==> src/shared/svp_pkg.sv <==
// constants, state encoding and widths shared by the servo pulse generator
// How it works
// - frames repeat at 62.5 hertz
// - line high 0.32 to 1.76 ms, low otherwise
// - high time is 160 cycles times setting
// - low time fills frame to 1600000 cycles
// - step left adds 20 below 1100
// - step right subtracts 20 above 200
// - exit stops pulses, releases all four lines
// - four identical servo output channels
// - display shows setting minus 200, over five
// - pulse timing from hardware counters, cycle exact
package svp_pkg;

  // ************************************************************
  // widths
  // ************************************************************
  localparam int SET_W  = 11;
  localparam int CNT_W  = 21;
  localparam int DISP_W = 8;
  localparam int LINES  = 4;

  // ************************************************************
  // timing
  // ************************************************************
  localparam int unsigned CLK_HZ        = 32'h05F5E100;
  // 1 600 000 cycles per frame
  localparam int unsigned FRAME_CYC_DEF = 32'h00186A00;
  // 160 cycles per unit of the position setting
  localparam logic [CNT_W-1:0] HIGH_UNIT = 21'h0000A0;

  // ************************************************************
  // position setting
  // ************************************************************
  localparam logic [SET_W-1:0]  SET_MIN    = 11'h0C8;
  localparam logic [SET_W-1:0]  SET_MAX    = 11'h44C;
  localparam logic [SET_W-1:0]  SET_STEP   = 11'h014;
  localparam logic [SET_W-1:0]  SET_RESET  = 11'h280;
  localparam logic [SET_W-1:0]  DISP_DIV   = 11'h005;
  localparam logic [DISP_W-1:0] DISP_RESET = 8'h58;

  // ************************************************************
  // output sequencer states, gray along released-high-low-high
  // ************************************************************
  typedef enum logic [1:0] {
    SVP_RELEASED = 2'b00,
    SVP_HIGH     = 2'b01,
    SVP_LOW      = 2'b11
  } svp_state_t;

endpackage

==> src/shared/svp_cmd_if.sv <==
// command and position signals between the sequencer and the command control
interface svp_cmd_if;
  import svp_pkg::*;

  logic              step_left;
  logic              step_right;
  logic              exit_req;
  logic              apply;
  logic [SET_W-1:0]  setting;
  logic [DISP_W-1:0] display;
  logic              exit_pend;

  modport ctrl (
    input  step_left,
    input  step_right,
    input  exit_req,
    input  apply,
    output setting,
    output display,
    output exit_pend
  );

  modport user (
    output step_left,
    output step_right,
    output exit_req,
    output apply,
    input  setting,
    input  display,
    input  exit_pend
  );
endinterface

==> src/verilog/svp_frame_timer.sv <==
// frame cycle counter with clear while stopped
module svp_frame_timer #(
  parameter int unsigned FRAME_CYC = svp_pkg::FRAME_CYC_DEF
) (
  input  wire logic                      clock_i,     // system clock
  input  wire logic                      sys_rst_i,   // async reset, active high
  input  wire logic                      run_i,       // count while high, clear while low
  output logic [svp_pkg::CNT_W-1:0]      count_o,     // cycle within frame
  output logic                           frame_end_o  // last cycle of frame
);
  import svp_pkg::*;

  localparam logic [CNT_W-1:0] LAST = CNT_W'(FRAME_CYC - 1);

  logic [CNT_W-1:0] count_reg;

  assign count_o     = count_reg;
  assign frame_end_o = run_i && (count_reg == LAST);

  always_ff @(posedge clock_i or posedge sys_rst_i)
  begin
    if (sys_rst_i)
      count_reg <= '0;
    else if (!run_i || frame_end_o)
      count_reg <= '0;
    else
      count_reg <= count_reg + 1'b1;
  end
endmodule

==> src/verilog/svp_cmd_ctrl.sv <==
// position setting, pending commands and displayed angle
module svp_cmd_ctrl (
  input  wire logic clock_i,   // system clock
  input  wire logic sys_rst_i, // async reset, active high
  svp_cmd_if.ctrl   cmd        // commands in, setting out
);
  import svp_pkg::*;

  logic              left_pend_reg;
  logic              right_pend_reg;
  logic              exit_pend_reg;
  logic [SET_W-1:0]  setting_reg;
  logic [SET_W-1:0]  setting_next;
  logic [SET_W-1:0]  quot;
  logic [DISP_W-1:0] display_reg;

  assign cmd.setting   = setting_reg;
  assign cmd.display   = display_reg;
  assign cmd.exit_pend = exit_pend_reg;

  // a command arriving on the apply cycle waits for the next frame
  always_ff @(posedge clock_i or posedge sys_rst_i)
  begin
    if (sys_rst_i)
    begin
      left_pend_reg  <= 1'b0;
      right_pend_reg <= 1'b0;
      exit_pend_reg  <= 1'b0;
    end
    else
    begin
      left_pend_reg  <= cmd.step_left  || (left_pend_reg  && !cmd.apply);
      right_pend_reg <= cmd.step_right || (right_pend_reg && !cmd.apply);
      exit_pend_reg  <= cmd.exit_req   || (exit_pend_reg  && !cmd.apply);
    end
  end

  // exit beats left, left beats right
  always_comb
  begin
    setting_next = setting_reg;
    if (exit_pend_reg)
      setting_next = setting_reg;
    else if (left_pend_reg)
    begin
      if (setting_reg < SET_MAX)
        setting_next = setting_reg + SET_STEP;
    end
    else if (right_pend_reg)
    begin
      if (setting_reg > SET_MIN)
        setting_next = setting_reg - SET_STEP;
    end
  end

  assign quot = (setting_next - SET_MIN) / DISP_DIV;

  always_ff @(posedge clock_i or posedge sys_rst_i)
  begin
    if (sys_rst_i)
    begin
      setting_reg <= SET_RESET;
      display_reg <= DISP_RESET;
    end
    else if (cmd.apply && (left_pend_reg || right_pend_reg || exit_pend_reg))
    begin
      setting_reg <= setting_next;
      display_reg <= quot[DISP_W-1:0];
    end
  end
endmodule

==> src/verilog/svp_top.sv <==
// servo pulse generator: frame sequencer driving four servo lines
module svp_top #(
  parameter int unsigned               FRAME_CYC = svp_pkg::FRAME_CYC_DEF,
  parameter logic [svp_pkg::CNT_W-1:0] HIGH_CYC  = svp_pkg::HIGH_UNIT
) (
  input  wire logic                          clock_i,               // system clock
  input  wire logic                          sys_rst_i,             // async reset, active high
  input  wire logic                          step_left_i,           // pulse: raise setting
  input  wire logic                          step_right_i,          // pulse: lower setting
  input  wire logic                          exit_cmd_i,            // pulse: stop and release
  input  wire logic                          start_cmd_i,           // pulse: resume after exit
  output logic [svp_pkg::LINES-1:0]          servo_output_lines_o,  // pulse level per line
  output logic [svp_pkg::LINES-1:0]          servo_oe_n_o,          // low while driving
  output logic [svp_pkg::SET_W-1:0]          pulse_width_setting_o, // current setting
  output logic [svp_pkg::DISP_W-1:0]         display_pos_o,         // displayed angle
  output logic                               active_o               // pulses running
);
  import svp_pkg::*;

  // ************************************************************
  // shared signals
  // ************************************************************
  svp_cmd_if cmd ();

  svp_state_t       state_reg;
  svp_state_t       state_next;
  logic [CNT_W-1:0] count;
  logic             frame_end;
  logic             run;
  logic [CNT_W-1:0] hi_cycles;
  logic [CNT_W-1:0] hi_last;
  logic             line_reg;
  logic             oe_n_reg;
  logic             active_reg;

  assign cmd.step_left  = step_left_i;
  assign cmd.step_right = step_right_i;
  assign cmd.exit_req   = exit_cmd_i;
  assign cmd.apply      = frame_end;

  // ************************************************************
  // submodules
  // ************************************************************
  svp_cmd_ctrl u_ctrl (
    .clock_i   (clock_i),
    .sys_rst_i (sys_rst_i),
    .cmd       (cmd)
  );

  svp_frame_timer #(
    .FRAME_CYC (FRAME_CYC)
  ) u_timer (
    .clock_i     (clock_i),
    .sys_rst_i   (sys_rst_i),
    .run_i       (run),
    .count_o     (count),
    .frame_end_o (frame_end)
  );

  // ************************************************************
  // high time
  // ************************************************************
  // setting only moves at the frame boundary, so no copy is needed
  assign hi_cycles = {{(CNT_W-SET_W){1'b0}}, cmd.setting} * HIGH_CYC;
  assign hi_last   = hi_cycles - 1'b1;
  assign run       = (state_reg != SVP_RELEASED);

  // ************************************************************
  // sequencer
  // ************************************************************
  always_comb
  begin
    state_next = state_reg;
    unique case (state_reg)
      SVP_RELEASED:
      begin
        if (start_cmd_i)
          state_next = SVP_HIGH;
      end
      SVP_HIGH:
      begin
        // frame end here only if a shortened frame is not above the high time
        if (frame_end)
          state_next = cmd.exit_pend ? SVP_RELEASED : SVP_HIGH;
        else if (count == hi_last)
          state_next = SVP_LOW;
      end
      SVP_LOW:
      begin
        if (frame_end)
          state_next = cmd.exit_pend ? SVP_RELEASED : SVP_HIGH;
      end
      default:
        state_next = SVP_RELEASED;
    endcase
  end

  always_ff @(posedge clock_i or posedge sys_rst_i)
  begin
    if (sys_rst_i)
      state_reg <= SVP_LOW;
    else
      state_reg <= state_next;
  end

  // ************************************************************
  // pin drive
  // ************************************************************
  always_ff @(posedge clock_i or posedge sys_rst_i)
  begin
    if (sys_rst_i)
      line_reg <= 1'b0;
    else
      line_reg <= (state_next == SVP_HIGH);
  end

  always_ff @(posedge clock_i or posedge sys_rst_i)
  begin
    if (sys_rst_i)
    begin
      oe_n_reg   <= 1'b0;
      active_reg <= 1'b1;
    end
    else
    begin
      oe_n_reg   <= (state_next == SVP_RELEASED);
      active_reg <= (state_next != SVP_RELEASED);
    end
  end

  assign servo_output_lines_o  = {LINES{line_reg}};
  assign servo_oe_n_o          = {LINES{oe_n_reg}};
  assign pulse_width_setting_o = cmd.setting;
  assign display_pos_o         = cmd.display;
  assign active_o              = active_reg;

  // ************************************************************
  // checking helpers
  // ************************************************************
  logic             line_q;
  logic             seen_rise_reg;
  logic [CNT_W-1:0] gap_cnt_reg;
  logic [CNT_W-1:0] hi_cnt_reg;
  logic             line_rise;
  logic             line_fall;
  logic [CNT_W-1:0] frame_last;

  assign line_rise  = line_reg && !line_q;
  assign line_fall  = !line_reg && line_q;
  assign frame_last = CNT_W'(FRAME_CYC - 1);

  always_ff @(posedge clock_i or posedge sys_rst_i)
  begin
    if (sys_rst_i)
    begin
      line_q        <= 1'b0;
      seen_rise_reg <= 1'b0;
      gap_cnt_reg   <= '0;
      hi_cnt_reg    <= '0;
    end
    else
    begin
      line_q <= line_reg;
      if (state_reg == SVP_RELEASED)
        seen_rise_reg <= 1'b0;
      else if (line_rise)
        seen_rise_reg <= 1'b1;
      if (line_rise)
        gap_cnt_reg <= '0;
      else
        gap_cnt_reg <= gap_cnt_reg + 1'b1;
      if (line_reg)
        hi_cnt_reg <= hi_cnt_reg + 1'b1;
      else
        hi_cnt_reg <= '0;
    end
  end
endmodule

==> config.mk <==
export PLATFORM = sky130hd
export DESIGN_NAME = svp_top
export DESIGN_NICKNAME = d
export VERILOG_FILES = /design/src/shared/svp_pkg.sv /design/src/shared/svp_cmd_if.sv /design/src/verilog/svp_frame_timer.sv /design/src/verilog/svp_cmd_ctrl.sv /design/src/verilog/svp_top.sv
export SDC_FILE = /design/constraint.sdc
export NUM_CORES = 1
export LEC_CHECK = 0
export BUFFER_PORTS_ARGS = -buffer_cell sky130_fd_sc_hd__buf_2
export CORE_MARGIN = 1.5
export CORE_UTILIZATION = 60
export CTS_CLUSTER_DIAMETER = 60
export CTS_CLUSTER_SIZE = 28
export DETAILED_ROUTE_END_ITERATION = 8
export MAX_ROUTING_LAYER = met4
export PLACE_DENSITY = 0.79
export RECOVER_POWER = 100
export REMOVE_ABC_BUFFERS = 1
export SETUP_SLACK_MARGIN = 0.2
export SYNTH_ARGS = -nofsm -noshare
export SYNTH_HDL_FRONTEND = slang
export SYNTH_HIERARCHICAL = 1
export SYNTH_SLANG_ARGS = --single-unit
==> constraint.sdc <==
create_clock -name clock_i -period 9.5 [get_ports clock_i]
set_input_delay 0.95 -clock clock_i [delete_from_list [all_inputs] [get_ports clock_i]]
set_output_delay 0.95 -clock clock_i [all_outputs]
set_load 0.05 [all_outputs]
==> summary.txt <==
Drt
  – Remaining DRCs: 0
  – DR iter-0 viols: 318
  – Total Routed Length: 13.3 mm
  – Via density per instance: 6.54
  – Final ANT Viol Nets: 0
  – Routed length per instance: 17.4 µm
  – 1st-pass router iterations: 5
  – Routed via count: 5006

Clock tree
  – Clk Latency, worst-skew pair: 0.31 ns
  – Number of setup buffers added after CTS: 0
  – # H-tree levels: 2
  – Clock Tree Buf Depth: 2
  – CTS Sinks: 46
  – Post-CTS Resized: 0
  – TritonCTS clock tree: yes
  – Clk root buf: clkbuf_8
  – Hold_buf cts: 0
  – Inserted Clock Buffers: 5
  – Worst-path clk slew: 0.10 ns

Synthesis
  – Area share of the largest cell type after synthesis: 0.178
  – Adder-Cell Fraction of Synth Area: 0.0692
  – Netlist cell types: 97
  – Asr flop ratio synth: 1.00
  – Synth warnings: 6
  – Top-count cell post-synth: nor2_1
  – Post-Synthesis Cells: 649
  – Top_reg_cell synth: dfrtp_1
  – Syn Std Cell Area: 5350 µm²
  – Post-synth top cells: 56 x nor2_1, 54 x nand2_1, 41 x xnor2_1
  – Syn Area/Cell: 8.25 µm²
  – Xor/xnor share of the synthesized area: 0.115
  – Sequential area share after synthesis: 0.217
  – Synth Area in Compound Gates: 0.268
  – Post-synthesis mux area share: 0.0194
  – Yosys reg bits: 46
  – Main combinational cell family by area after synthesis: compound AO/OA/AOI/OAI gates
  – Post-synth EDFFs: 0
  – Simple logic cell fraction of the synthesized area: 0.249
  – Cell type with the largest total area after synthesis: dfrtp_1
  – Synth area leaders: dfrtp_1 18%, xnor2_1 6.7%, ha_1 6.5%

Power and ir drop
  – Leakage: 2.16 nW
  – Worst VDD drop: 0.0000985 V
  – P per Cell Area: 80.1 nW/µm²

Place
  – Hpwl dp: 10.1 mm
  – I/O Buffers: 31
  – DP Cell Count: 758
  – GPL Wtd Cong: 0.997

Floorplan
  – Die Footprint: 9490 µm²
  – Core area: 8680 µm²
  – Initial Utilization: 0.617
  – Chip Width: 97.4 µm
  – Row cnt: 34
  – Die height: 97.4 µm
  – IO Pins: 34

GRT
  – Vias in the first global route: 4761
  – Largest net degree at the start of global routing: 22
  – Initial antenna violation count: 0
  – GR Overflow Total: 0
  – First-pass GRT wire length: 22.6 mm
  – GRT Util Overall: 0.293

Setup path
  – Critical Path AT: 8.46 ns
  – CP max FO: 17
  – CP endpoint kind: register
  – WP data required: 9.70 ns
  – Startpoint types: register
  – WS Path Type: reg2reg

Job
  – Max Cap Viol: 0

Timing
  – Final Max Tran Viols: 0
  – Clock skew: 0.00676 ns
  – Setup TNS: 0 ns
  – Least-Margin Pin Slew: 1.16 ns
  – RSZ-0062 raised after global routing: false
  – Setup violators final: 0
  – Worst slew margin: 0.220
  – Hold Vio Cnt, Final: 0
  – Clock period minus worst slack: 8.25 ns
  – Final period util: 0.869
  – Fmax achieved: 121 MHz

Outcome
  – Status: finished clean

Cells and area
  – Final nets: 692
  – Largest register FFs: 21
  – Final cell count without fillers: 766
  – Layout cell share with drive strength beyond 1: 0.106
  – # diodes: 0
  – Area growth syn-to-layout: 2.81%

Worst hold path
  – Type of the tightest min-delay check: reg2reg
## area by class of cell
type                       instances  area, µm²
fill                             770       3180
clock buffer                       5       68.8
timing repair buffer              34        134
inverter                          31        116
multi-input combinational        539       3860
sequential                        46       1160
clock inverter                     3       27.5
tap                              108        135
## critical path: stages, from the launching register on
cell	delay, ns
dfstp_1	0.90
nand2_1	0.21
a211oi_1	0.58
o211ai_1	0.15
nand4_1	0.57
inv_1	0.22
ha_1	0.24
nor2b_1	0.21
and2_0	0.19
nand3_1	0.08
mux2_1	0.34
and2_1	0.20
o31ai_1	0.44
and4_1	0.31
a21oi_2	0.09
o21ai_1	0.71
a22oi_1	0.18
a31oi_2	0.50
xnor2_1	0.18
and3_4	0.22
or2_2	0.13
inv_1	0.06
ha_1	0.22
or3_1	0.37
a221oi_1	0.46
nor3_1	0.08
o32a_1	0.30
## final timing paths
path,from,to,slack (ns),cells after the start
setup / recovery,u_ctrl/cmd.setting[7]$_DFFE_PP1P_,u_ctrl/cmd.display[1]$_DFFE_PP0P_,1.25,26
hold / removal,u_ctrl/cmd.display[7]$_DFFE_PP0P_,u_ctrl/cmd.display[7]$_DFFE_PP0P_,0.49,2
setup reg to reg,u_ctrl/cmd.setting[7]$_DFFE_PP1P_,u_ctrl/cmd.display[1]$_DFFE_PP0P_,1.25,26
hold reg to reg,u_ctrl/cmd.display[7]$_DFFE_PP0P_,u_ctrl/cmd.display[7]$_DFFE_PP0P_,0.49,2
max in group asynchronous,sys_rst_i,u_ctrl/cmd.setting[10]$_DFFE_PP0P_,8.12,2
min in group asynchronous,sys_rst_i,line_reg$_DFF_PP0_,0.53,2
## report_power, final
group          total [mW]  leakage (nW)  internal [mW]  switching [mW]
Clock               0.136        0.0467         0.0548          0.0808
Sequential          0.235         0.579          0.212          0.0232
Combinational      0.0695          1.53         0.0268          0.0427
## routing by layer
metal	vias up	track usage	part of all wire
li1	2421	-	-
met3	19	0.0331	0.056
met4	0	0.0626	0.0084
met2	182	0.443	0.46
met1	2384	0.425	0.48
met5	-	-	0
## cells by family after synthesis
| family | after synthesis |
|---|---|
| other | 1 |
| XOR/XNOR | 62 |
| buffers and inverters | 65 |
| AO/OA/AOI/OAI | 189 |
| flip-flops | 46 |
| multiplexers | 10 |
| AND/OR/NAND/NOR | 247 |
| adder cells (fa/ha/maj) | 29 |
## cell usage in the layout (no fill, tap or decap), types with 26 or more instances in the layout
cell	n
ha_1	28
dfrtp_1	38
inv_1	31
xnor2_1	42
nand2_1	54
nor2_1	56
clkbuf_1	29
nand3_1	26
o21ai_0	31
a21oi_1	31
## stage by stage
step           setup slack [ns]  power, mW  hold WS, ns   util  cell area (µm²)
2_1_floorplan              2.42      0.293        0.454      -             5140
3_3_place_gp               1.92      0.307        0.463  0.629             5460
3_5_place_dp               1.65      0.309        0.468  0.629             5460
4_1_cts                    1.58      0.445        0.491  0.641             5560
5_1_grt                   0.473      0.463        0.517  0.634             5500
6_report                   1.25      0.440        0.489  0.634             5500
No activity file was read; power rests on OpenSTA's default activity.
